<file path="src/verilog/drdt_params.svh">
`ifndef DRDT_PARAMS_SVH
`define DRDT_PARAMS_SVH
// register byte addresses in i/o space
`define DRDT_ADDR_CNT0_LO 8'h0c
`define DRDT_ADDR_CNT0_HI 8'h0d
`define DRDT_ADDR_RLD0_LO 8'h0e
`define DRDT_ADDR_RLD0_HI 8'h0f
`define DRDT_ADDR_CTRL 8'h10
`define DRDT_ADDR_CNT1_LO 8'h14
`define DRDT_ADDR_CNT1_HI 8'h15
`define DRDT_ADDR_RLD1_LO 8'h16
`define DRDT_ADDR_RLD1_HI 8'h17
// reset values
`define DRDT_COUNT_RESET 16'hffff
`define DRDT_RELOAD_RESET 16'hffff
`define DRDT_CTRL_RESET 8'h00
// control register fields
`define DRDT_CTRL_EN0_BIT 0
`define DRDT_CTRL_EN1_BIT 1
`define DRDT_CTRL_FLAG0_BIT 6
`define DRDT_CTRL_FLAG1_BIT 7
`define DRDT_CTRL_WR_MASK 8'h3f
// system clocks per count tick
`define DRDT_TICK_DIVIDE 20
`endif

</file>
<file path="src/verilog/drdt_pkg.sv">
package drdt_pkg;
    // one register access from the processor
    typedef struct packed {
        logic rd;
        logic wr;
        logic [7:0] addr;
        logic [7:0] wdata;
    } drdt_access_t;

    // per-channel byte selection decoded from the address
    typedef struct packed {
        logic cntLo;
        logic cntHi;
        logic rldLo;
        logic rldHi;
    } drdt_sel_t;
endpackage : drdt_pkg

</file>
<file path="src/verilog/drdt_channel.sv">
`timescale 1ns/1ps
`include "drdt_params.svh"

module drdt_channel #(
    parameter int WIDTH = 16
) (
    input wire logic mclk,
    input wire logic rst,
    input wire logic tick,
    input wire logic enable,
    input wire drdt_pkg::drdt_sel_t rdSel,
    input wire drdt_pkg::drdt_sel_t wrSel,
    input wire logic [7:0] wdata,
    output logic [WIDTH-1:0] countValue,
    output logic [WIDTH-1:0] reloadValue,
    output logic [7:0] heldHigh,
    output logic zeroEvent
);
    logic [WIDTH-1:0] next_count;
    wire logic decrement = enable && tick;
    wire logic hitZero = decrement && (countValue == WIDTH'(1));
    wire logic atZero = decrement && (countValue == '0);

    // down count; reload on the tick after zero is reached (count at zero reloads)
    always_comb begin
        next_count = countValue;
        if (wrSel.cntLo) begin
            next_count[7:0] = wdata;
        end
        if (wrSel.cntHi) begin
            next_count[15:8] = wdata;
        end
        if (atZero) begin
            next_count = reloadValue;
        end else if (decrement) begin
            next_count = countValue - WIDTH'(1);
        end
    end

    // count, reload and holding registers
    always_ff @(posedge mclk) begin
        if (rst) begin
            countValue <= `DRDT_COUNT_RESET;
            reloadValue <= `DRDT_RELOAD_RESET;
            heldHigh <= 8'hff;
            zeroEvent <= 1'b0;
        end else begin
            countValue <= next_count;
            zeroEvent <= hitZero;
            if (wrSel.rldLo) begin
                reloadValue[7:0] <= wdata;
            end
            if (wrSel.rldHi) begin
                reloadValue[15:8] <= wdata;
            end
            if (rdSel.cntLo) begin
                heldHigh <= countValue[15:8];
            end
        end
    end
endmodule : drdt_channel

</file>
<file path="src/verilog/drdt_timer.sv">
`timescale 1ns/1ps
`include "drdt_params.svh"

//==========================================================
// Overview of operation
// - two channels, each a 16-bit down count read as two bytes
// - reset loads both count values with ffff
// - enabled channel decrements once every twenty system clocks
// - count at zero reloads from the reload value
// - low byte read returns live low and latches live high
// - high byte read returns the latched high byte
// - halted channel takes byte writes in any order; a high read returns the byte latched by the last low read
// - each channel has a 16-bit reload value, reset to ffff
// - channel 0 count bytes at 0c low and 0d high
// - reload bytes at 0e/0f for channel 0, 16/17 for channel 1
// - channel 1 count bytes at 14 low and 15 high
// - count enable bit starts counting, clearing stops it
// - zero sets a flag, cleared by control read then count read
// - reset stops counting and sets counts and reloads to ffff
// - one common tick is the system clock divided by twenty
module drdt_timer #(
    parameter int DIVIDE = `DRDT_TICK_DIVIDE
) (
    input wire logic mclk,
    input wire logic rst,
    input wire logic ioRd,
    input wire logic ioWr,
    input wire logic [7:0] ioAddr,
    input wire logic [7:0] ioWdata,
    output logic [7:0] ioRdata,
    output logic [1:0] zeroFlag
);
    //==========================================================
    // access decode
    drdt_pkg::drdt_access_t acc;
    assign acc = '{rd: ioRd, wr: ioWr, addr: ioAddr, wdata: ioWdata};

    wire logic hitCnt0Lo = acc.addr == `DRDT_ADDR_CNT0_LO;
    wire logic hitCnt0Hi = acc.addr == `DRDT_ADDR_CNT0_HI;
    wire logic hitRld0Lo = acc.addr == `DRDT_ADDR_RLD0_LO;
    wire logic hitRld0Hi = acc.addr == `DRDT_ADDR_RLD0_HI;
    wire logic hitCnt1Lo = acc.addr == `DRDT_ADDR_CNT1_LO;
    wire logic hitCnt1Hi = acc.addr == `DRDT_ADDR_CNT1_HI;
    wire logic hitRld1Lo = acc.addr == `DRDT_ADDR_RLD1_LO;
    wire logic hitRld1Hi = acc.addr == `DRDT_ADDR_RLD1_HI;
    wire logic hitCtrl = acc.addr == `DRDT_ADDR_CTRL;

    drdt_pkg::drdt_sel_t hit0;
    drdt_pkg::drdt_sel_t hit1;
    drdt_pkg::drdt_sel_t rdSel0;
    drdt_pkg::drdt_sel_t rdSel1;
    drdt_pkg::drdt_sel_t wrSel0;
    drdt_pkg::drdt_sel_t wrSel1;
    assign hit0 = '{cntLo: hitCnt0Lo, cntHi: hitCnt0Hi,
                    rldLo: hitRld0Lo, rldHi: hitRld0Hi};
    assign hit1 = '{cntLo: hitCnt1Lo, cntHi: hitCnt1Hi,
                    rldLo: hitRld1Lo, rldHi: hitRld1Hi};
    assign rdSel0 = acc.rd ? hit0 : '0;
    assign rdSel1 = acc.rd ? hit1 : '0;
    assign wrSel0 = acc.wr ? hit0 : '0;
    assign wrSel1 = acc.wr ? hit1 : '0;

    //==========================================================
    // common divide-by-twenty tick
    localparam int DW = $clog2(DIVIDE);
    logic [DW-1:0] divCount;
    wire logic tick = divCount == DW'(DIVIDE - 1);

    // free-running prescaler shared by both channels
    always_ff @(posedge mclk) begin
        if (rst) begin
            divCount <= '0;
        end else begin
            divCount <= tick ? '0 : divCount + DW'(1);
        end
    end

    //==========================================================
    // control register: enables, flags, remaining bits stored
    logic [7:0] ctrl;
    logic [1:0] armed;
    wire logic [1:0] countEn = {ctrl[`DRDT_CTRL_EN1_BIT],
                                ctrl[`DRDT_CTRL_EN0_BIT]};
    wire logic ctrlRd = acc.rd && hitCtrl;
    wire logic ctrlWr = acc.wr && hitCtrl;
    logic [1:0] zeroEvt;
    wire logic [1:0] cntRd = {rdSel1.cntLo || rdSel1.cntHi,
                              rdSel0.cntLo || rdSel0.cntHi};
    wire logic [1:0] flagClr = armed & cntRd;
    wire logic [1:0] next_flag = zeroEvt | (zeroFlag & ~flagClr);
    wire logic [7:0] next_ctrlLow = ctrlWr ?
        (acc.wdata & `DRDT_CTRL_WR_MASK) :
        (ctrl & `DRDT_CTRL_WR_MASK);

    // flag set wins over clear; clear needs a control read first
    always_ff @(posedge mclk) begin
        if (rst) begin
            ctrl <= `DRDT_CTRL_RESET;
            zeroFlag <= 2'b00;
            armed <= 2'b00;
        end else begin
            ctrl <= next_ctrlLow;
            zeroFlag <= next_flag;
            armed <= ctrlRd ? (zeroFlag | zeroEvt) :
                     (armed & ~flagClr);
        end
    end

    //==========================================================
    // the two channels
    logic [15:0] count0;
    logic [15:0] count1;
    logic [15:0] reload0;
    logic [15:0] reload1;
    logic [7:0] held0;
    logic [7:0] held1;

    drdt_channel #(.WIDTH(16)) u_ch0 (
        .mclk(mclk),
        .rst(rst),
        .tick(tick),
        .enable(countEn[0]),
        .rdSel(rdSel0),
        .wrSel(wrSel0),
        .wdata(acc.wdata),
        .countValue(count0),
        .reloadValue(reload0),
        .heldHigh(held0),
        .zeroEvent(zeroEvt[0])
    );

    drdt_channel #(.WIDTH(16)) u_ch1 (
        .mclk(mclk),
        .rst(rst),
        .tick(tick),
        .enable(countEn[1]),
        .rdSel(rdSel1),
        .wrSel(wrSel1),
        .wdata(acc.wdata),
        .countValue(count1),
        .reloadValue(reload1),
        .heldHigh(held1),
        .zeroEvent(zeroEvt[1])
    );

    //==========================================================
    // read data mux, registered one cycle after the read strobe
    logic [7:0] next_rdata;
    always_comb begin
        next_rdata = 8'h00;
        if (hitCnt0Lo) next_rdata = count0[7:0];
        if (hitCnt0Hi) next_rdata = held0;
        if (hitRld0Lo) next_rdata = reload0[7:0];
        if (hitRld0Hi) next_rdata = reload0[15:8];
        if (hitCnt1Lo) next_rdata = count1[7:0];
        if (hitCnt1Hi) next_rdata = held1;
        if (hitRld1Lo) next_rdata = reload1[7:0];
        if (hitRld1Hi) next_rdata = reload1[15:8];
        if (hitCtrl) next_rdata = {zeroFlag, ctrl[5:0]};
    end

    // read data register
    always_ff @(posedge mclk) begin
        if (rst) begin
            ioRdata <= 8'h00;
        end else if (acc.rd) begin
            ioRdata <= next_rdata;
        end
    end

    //==========================================================
    // checks
    logic [4:0] stillCycles;
    always_ff @(posedge mclk) begin
        if (rst) begin
            stillCycles <= '0;
        end else begin
            stillCycles <= tick ? '0 : stillCycles + 5'h01;
        end
    end

    wire logic anyHit = |{hit0, hit1, hitCtrl};
endmodule : drdt_timer
</file>
<file path="config.mk">
export PLATFORM = sky130hd
export DESIGN_NAME = drdt_timer
export DESIGN_NICKNAME = d
export VERILOG_FILES = /design/src/verilog/drdt_pkg.sv /design/src/verilog/drdt_channel.sv /design/src/verilog/drdt_timer.sv
export VERILOG_INCLUDE_DIRS = /design/src /design/src/verilog
export SDC_FILE = /design/constraint.sdc
export NUM_CORES = 1
export LEC_CHECK = 0
export BUFFER_PORTS_ARGS = -buffer_cell sky130_fd_sc_hd__buf_2
export CAP_MARGIN = 20
export CORE_MARGIN = 2
export CORE_UTILIZATION = 39
export DETAILED_ROUTE_END_ITERATION = 6
export SLEW_MARGIN = 20
export SYNTH_ARGS = -nofsm -noshare
export SYNTH_HDL_FRONTEND = slang
export SYNTH_SLANG_ARGS = --single-unit
</file>
<file path="constraint.sdc">
create_clock -name mclk -period 2.85 [get_ports mclk]
set_clock_uncertainty 0.1 [all_clocks]
set_input_delay 0.57 -clock mclk [delete_from_list [all_inputs] [get_ports mclk]]
set_output_delay 0.57 -clock mclk [all_outputs]
set_load 0.01 [all_outputs]
</file>
Word level (Yosys, flattened, before mapping)
Cells that the tools add are included.

$add $sub $neg: 3. Equality and inequality tests: 12. Multiplexer cells: 22. Bitwise logic cells: 6. Reduce and logical (&&, ||, !) cells: 17.

Operator list (number): 8-bit 2-to-1 mux (13); 16-bit 2-to-1 mux (4); 8-bit by 5-bit == test with 1-bit output, second input constant (5); 16-bit by 1-bit == test with 1-bit output, second input constant (2); 8-bit by 4-bit == test with 1-bit output, second input constant (4); 16-bit zero test (2); 16-bit by 1-bit subtractor with 16-bit output, second input constant (2); 4-bit 2-to-1 mux (4); 3-bit nonzero test (4); 1-bit logical AND (8); 2-bit bitwise AND (3); 5-bit by 1-bit adder with 5-bit output, second input constant (1); 5-bit == test, second input constant (1); 2-bit OR (2); 1-bit logical OR (2); 2-bit 2-to-1 mux (1); 2-bit NOT (1); 2-bit OR reduction (1).

Register bits: 105. Bits of input ports: 20. Output and inout port bits: 10. Logic and storage cells: 77.

Depth between registers and ports, before layout
Depth after elaboration: 10. Gate-level depth with buffers: 9. Gate-level depth less buffers: 8.

By module
From an unflattened synthesis, not the netlist that was laid out.

Cell total of the unflattened synthesis: 751. Area total of the unflattened synthesis: 6296.0 um^2.

Modules (own cells, without submodules): drdt_channel (times used 2, cells an instance 242, area an instance 2132.0 um^2, seq. area each 820.8 um^2); drdt_timer (times used 1, cells an instance 267, area an instance 2031.9 um^2, seq. area each 460.4 um^2).

Worst setup path before layout
No wires, ideal clock.

Path type: reg-to-reg. Start: register divCount[0]. End: register u_ch1.countValue[0]. Library setup time: 127 ps. Arrival: 2173 ps. Required time: 2623 ps. Slack: 450 ps. Cell stages (with the launch flop): 10. Path buffers: 2. Period minus slack after synthesis: 2400 ps. Path through: dfxtp_1 > ha_1 > or4bb_1 > nor4_4 > and3_1 > buf_4 > buf_4 > nor3_1 > a211oi_1 > o21ai_1.

Cells in the longest elaborated chain, start to end: 4. Elaborated cells between the ends (all ways): 6. Classes of those cells: eq/ne (1); mux (2); reduce/logical (3).

Ends and longest elaborated chain: start: declaration (line drdt_timer.sv:66) `logic [DW-1:0] divCount;`; start signal: assignment (line drdt_timer.sv:74) `divCount <= tick ? '0 : divCount + DW'(1);`; 5-bit == test (*) (line drdt_timer.sv:67) `wire logic tick = divCount == DW'(DIVIDE - 1);`; 1-bit logical AND (*) (line drdt_channel.sv:20) `wire logic decrement = enable && tick;`; 16-bit 2-to-1 mux or 1-bit logical AND (tied branches) (line drdt_channel.sv:35, drdt_channel.sv:22); 16-bit 2-to-1 mux or 3-bit nonzero test (tied branches); end signal: assignment (line drdt_channel.sv:43) `` countValue <= `DRDT_COUNT_RESET; ``; end signal: assignment (line drdt_channel.sv:48) `countValue <= next_count;`; end: declaration (line drdt_channel.sv:14) `output logic [WIDTH-1:0] countValue,`.

Mark *: on every way between the ends. The rest lies on a longest branch, timed or not. A chain may end at the register's enable or synchronous reset.

Worst setup path after layout
Start: register divCount[0]. End: register u_ch1.countValue[10].

Same word-level chain as after synthesis.

==> impl_metrics.csv <==
group,metric,value,unit
routing,wire_per_inst,20.5,um
layout,drive_above_1_share,13.7,%
synthesis,synth_ff_type,"dfxtp_1",
global_route,grt_pass1_vias,5208,
setup_path,worstSetupEndpointType,"flip-flop",
routing,dr.pass1.iters,5,
clock_tree,cts_sinks,105,
synthesis,synth-edff-count,0,
routing,routed_wl,18.3,mm
power,max-vdd-ir-drop,0.000365,V
power,powerDensity,445,nW/um^2
synthesis,ys_warn_count,0,
routing,vias,5523,
die,placementRows,44,
timing,rsz0062_at_grt,"no",
layout,final_common_cell,"dfxtp_1",
timing,worstMarginPinSlew,0.675,ns
synthesis,synth_cell_type_count,69,
setup_path,worst-setup-path-type,"reg -> reg",
layout,post-route-util,44.5,%
layout,n_antenna_cell,0,
clock_tree,cts_tree,"yes",
timing,setup_tns,0,ns
synthesis,async_flop_share,0,%
layout,fin_nets,733,
timing,setup_violations,0,
synthesis,yosysTopAreaCellShare,36.2,%
clock_tree,clk_transition_reported_paths,0.06,ns
clock_tree,cts_root_buffer,"clkbuf_16",
setup_path,cp.required,2.99,ns
setup_path,critPathMaxFanout,5,
timing,max-slew-margin-rel,54.5,%
timing,worst_slack,0.256,ns
hold_path,hp-class,"reg -> reg",
placement,port_buffers,29,
clock_tree,cts_hold_buf,0,
synthesis,yosysSeqAreaShare,36.2,%
timing,fin_crit,2.59,ns
die,start_util,40.0,%
routing,final_antenna_net_count,0,
die,ios,30,
timing,max_freq,385,MHz
layout,final_area,6460,um^2
timing,finalHoldViolCount,0,
timing,slew_violations,0,
synthesis,syn-cell-area,5810,um^2
placement,place_congestion,0.925,
synthesis,ys_ff_latch,105,
synthesis,syn_avg_cell_area,8.37,um^2
synthesis,synthTopCellsByArea,"dfxtp_1 36%, a211o_1 7.5%, nor2b_1 5.3%, nor2_1 4.7%, a21oi_1 3.1%",
placement,preCtsSetupSlack,0.258,ns
placement,dpl.hpwl,13.2,mm
clock_tree,post_cts_buffers,0,
die,die_y,126,um
die,core,14500,um^2
power,p_leak,2.18,nW
synthesis,syn_nets,721,
layout,layout_common_cells,"105 x dfxtp_1, 72 x nor2_1, 50 x a211o_1",
routing,drc,0,
global_route,grt_pass1_wl,28.9,mm
die,fp.dieW,126,um
job,drv_cap,0,
layout,fillers,1471,
clock_tree,clk_path_buf_depth,2,
timing,fin_crit_sh,91.0,%
setup_path,cp.arrival,2.73,ns
status,status,"completed",
global_route,grt_max_degree,55,
power,power,2.87,mW
clock_tree,clock_latency,0.36,ns
clock_tree,h-tree-depth,3,
routing,first_iter_violations,540,
global_route,grt-ovfl-total,0,
setup_path,critPathLaunchType,"flip-flop",
global_route,grt_usage,23.2,%
die,dieArea,15900,um^2
clock_tree,cts_made_buffers,9,
synthesis,netlist.top_cell.by_area,"dfxtp_1",
synthesis,synthCells,694,
placement,placed_area,6180,um^2
global_route,antenna_found_initial,0,
layout,synthToLayoutAreaGrowth,11.2,%
routing,viasPerCell,6.18,
[metrics by stage]
step	instances	hold WS, ns
after floorplan	694	0.318
after global placement	879	0.334
after detailed placement	879	0.345
after CTS	894	0.355
after global routing	894	0.378
final	894	0.350
[synthesized netlist by cell type (3+ instances only)]
master    count
nand4b_1      3
buf_2         4
ha_1          7
xor2_1       11
o21bai_1      3
nand3_1      17
nor4_1        6
inv_1         9
xnor2_1       8
a31oi_1      23
clkbuf_1     46
nor3_1       30
nand2b_1     11
and3_1        3
o211ai_1      5
nand3b_1      4
o21ai_1       6
o21ai_0      34
nand2_1      43
a22o_1        8
or4_1         4
a221oi_1      3
a211o_1      50
a211oi_1     20
a21oi_1      36
o22ai_1       7
buf_4         4
dfxtp_1     105
or4_4         3
mux4_2        8
nor2_1       72
nor2b_1      49
[path summary, 6_finish.rpt]
kind / start / end / slack (ns) / cells after the start
hold reg to reg: divCount[0] / divCount[0] / 0.35 / 1
setup reg to reg: divCount[0] / u_ch1.countValue[10] / 0.26 / 7
hold / removal: divCount[0] / divCount[0] / 0.35 / 1
setup / recovery: divCount[0] / u_ch1.countValue[10] / 0.26 / 7
[logic make-up (layout without fill, tap and decap cells)]
logic type | after synthesis | in the layout | share of synthesized area, %
and+or+nand+nor | 271 | 271 | 25.2
AOI/OAI and AO/OA | 217 | 217 | 26.1
DFF | 105 | 105 | 36.2
buffers and inverters | 65 | 81 | 4.67
xor gates and xnor gates | 19 | 19 | 2.86
muxes | 10 | 10 | 3.45
adders and majority gates | 7 | 7 | 1.51
[sequential cells by signal (all words and copies together) (netlist names)]
register	count
u_ch1.countValue	16
ctrl	6
u_ch0.reloadValue	16
u_ch0.countValue	16
divCount	5
zeroFlag	2
u_ch0.heldHigh	8
u_ch1.reloadValue	16
u_ch0.zeroEvent	1
u_ch1.heldHigh	8
armed	2
u_ch1.zeroEvent	1
ioRdata	8
[metal layers]
layer | vias up | part of all wire, % | global-route usage, %
met5 | - | 0 | 0
li1 | 2590 | - | -
met3 | 35 | 6.8 | 5.31
met4 | 0 | 3.1 | 7.95
met2 | 217 | 47 | 37.9
met1 | 2681 | 43 | 30.3
[worst max-delay path, stage by stage (launching register included)]
cell and delay, ns:
dfxtp_1 0.35, ha_1 0.24, or4bb_1 0.60, nor4_4 0.35
and3_2 0.29, a211oi_1 0.05, a2111oi_0 0.40, nor2_1 0.09
[final cells by class]
| cell class | count | area, um^2 | area share [%] |
|---|---|---|---|
| Clock buffer | 12 | 267 | 4.12 |
| Clock inverter | 3 | 15.0 | 0.232 |
| Inverter | 9 | 33.8 | 0.523 |
| Multi-Input combinational cell | 524 | 3440 | 53.3 |
| Sequential cell | 105 | 2100 | 32.5 |
| Tap cell | 184 | 230 | 3.56 |
| Timing Repair Buffer | 57 | 370 | 5.73 |
[where the power goes]
group | internal, mW | switching, mW
clock | 0.655 | 0.547
sequential | 1.47 | 0.00642
combinational | 0.0608 | 0.130
total | 2.19 | 0.684
[repair_timing]
item                                    4_1_cts  5_1_grt
hold endpoints to repair                      0        0
endpoints found under the setup margin        0        1
gates resized for setup                       0        1
Power figures use the tool's default switching activity.
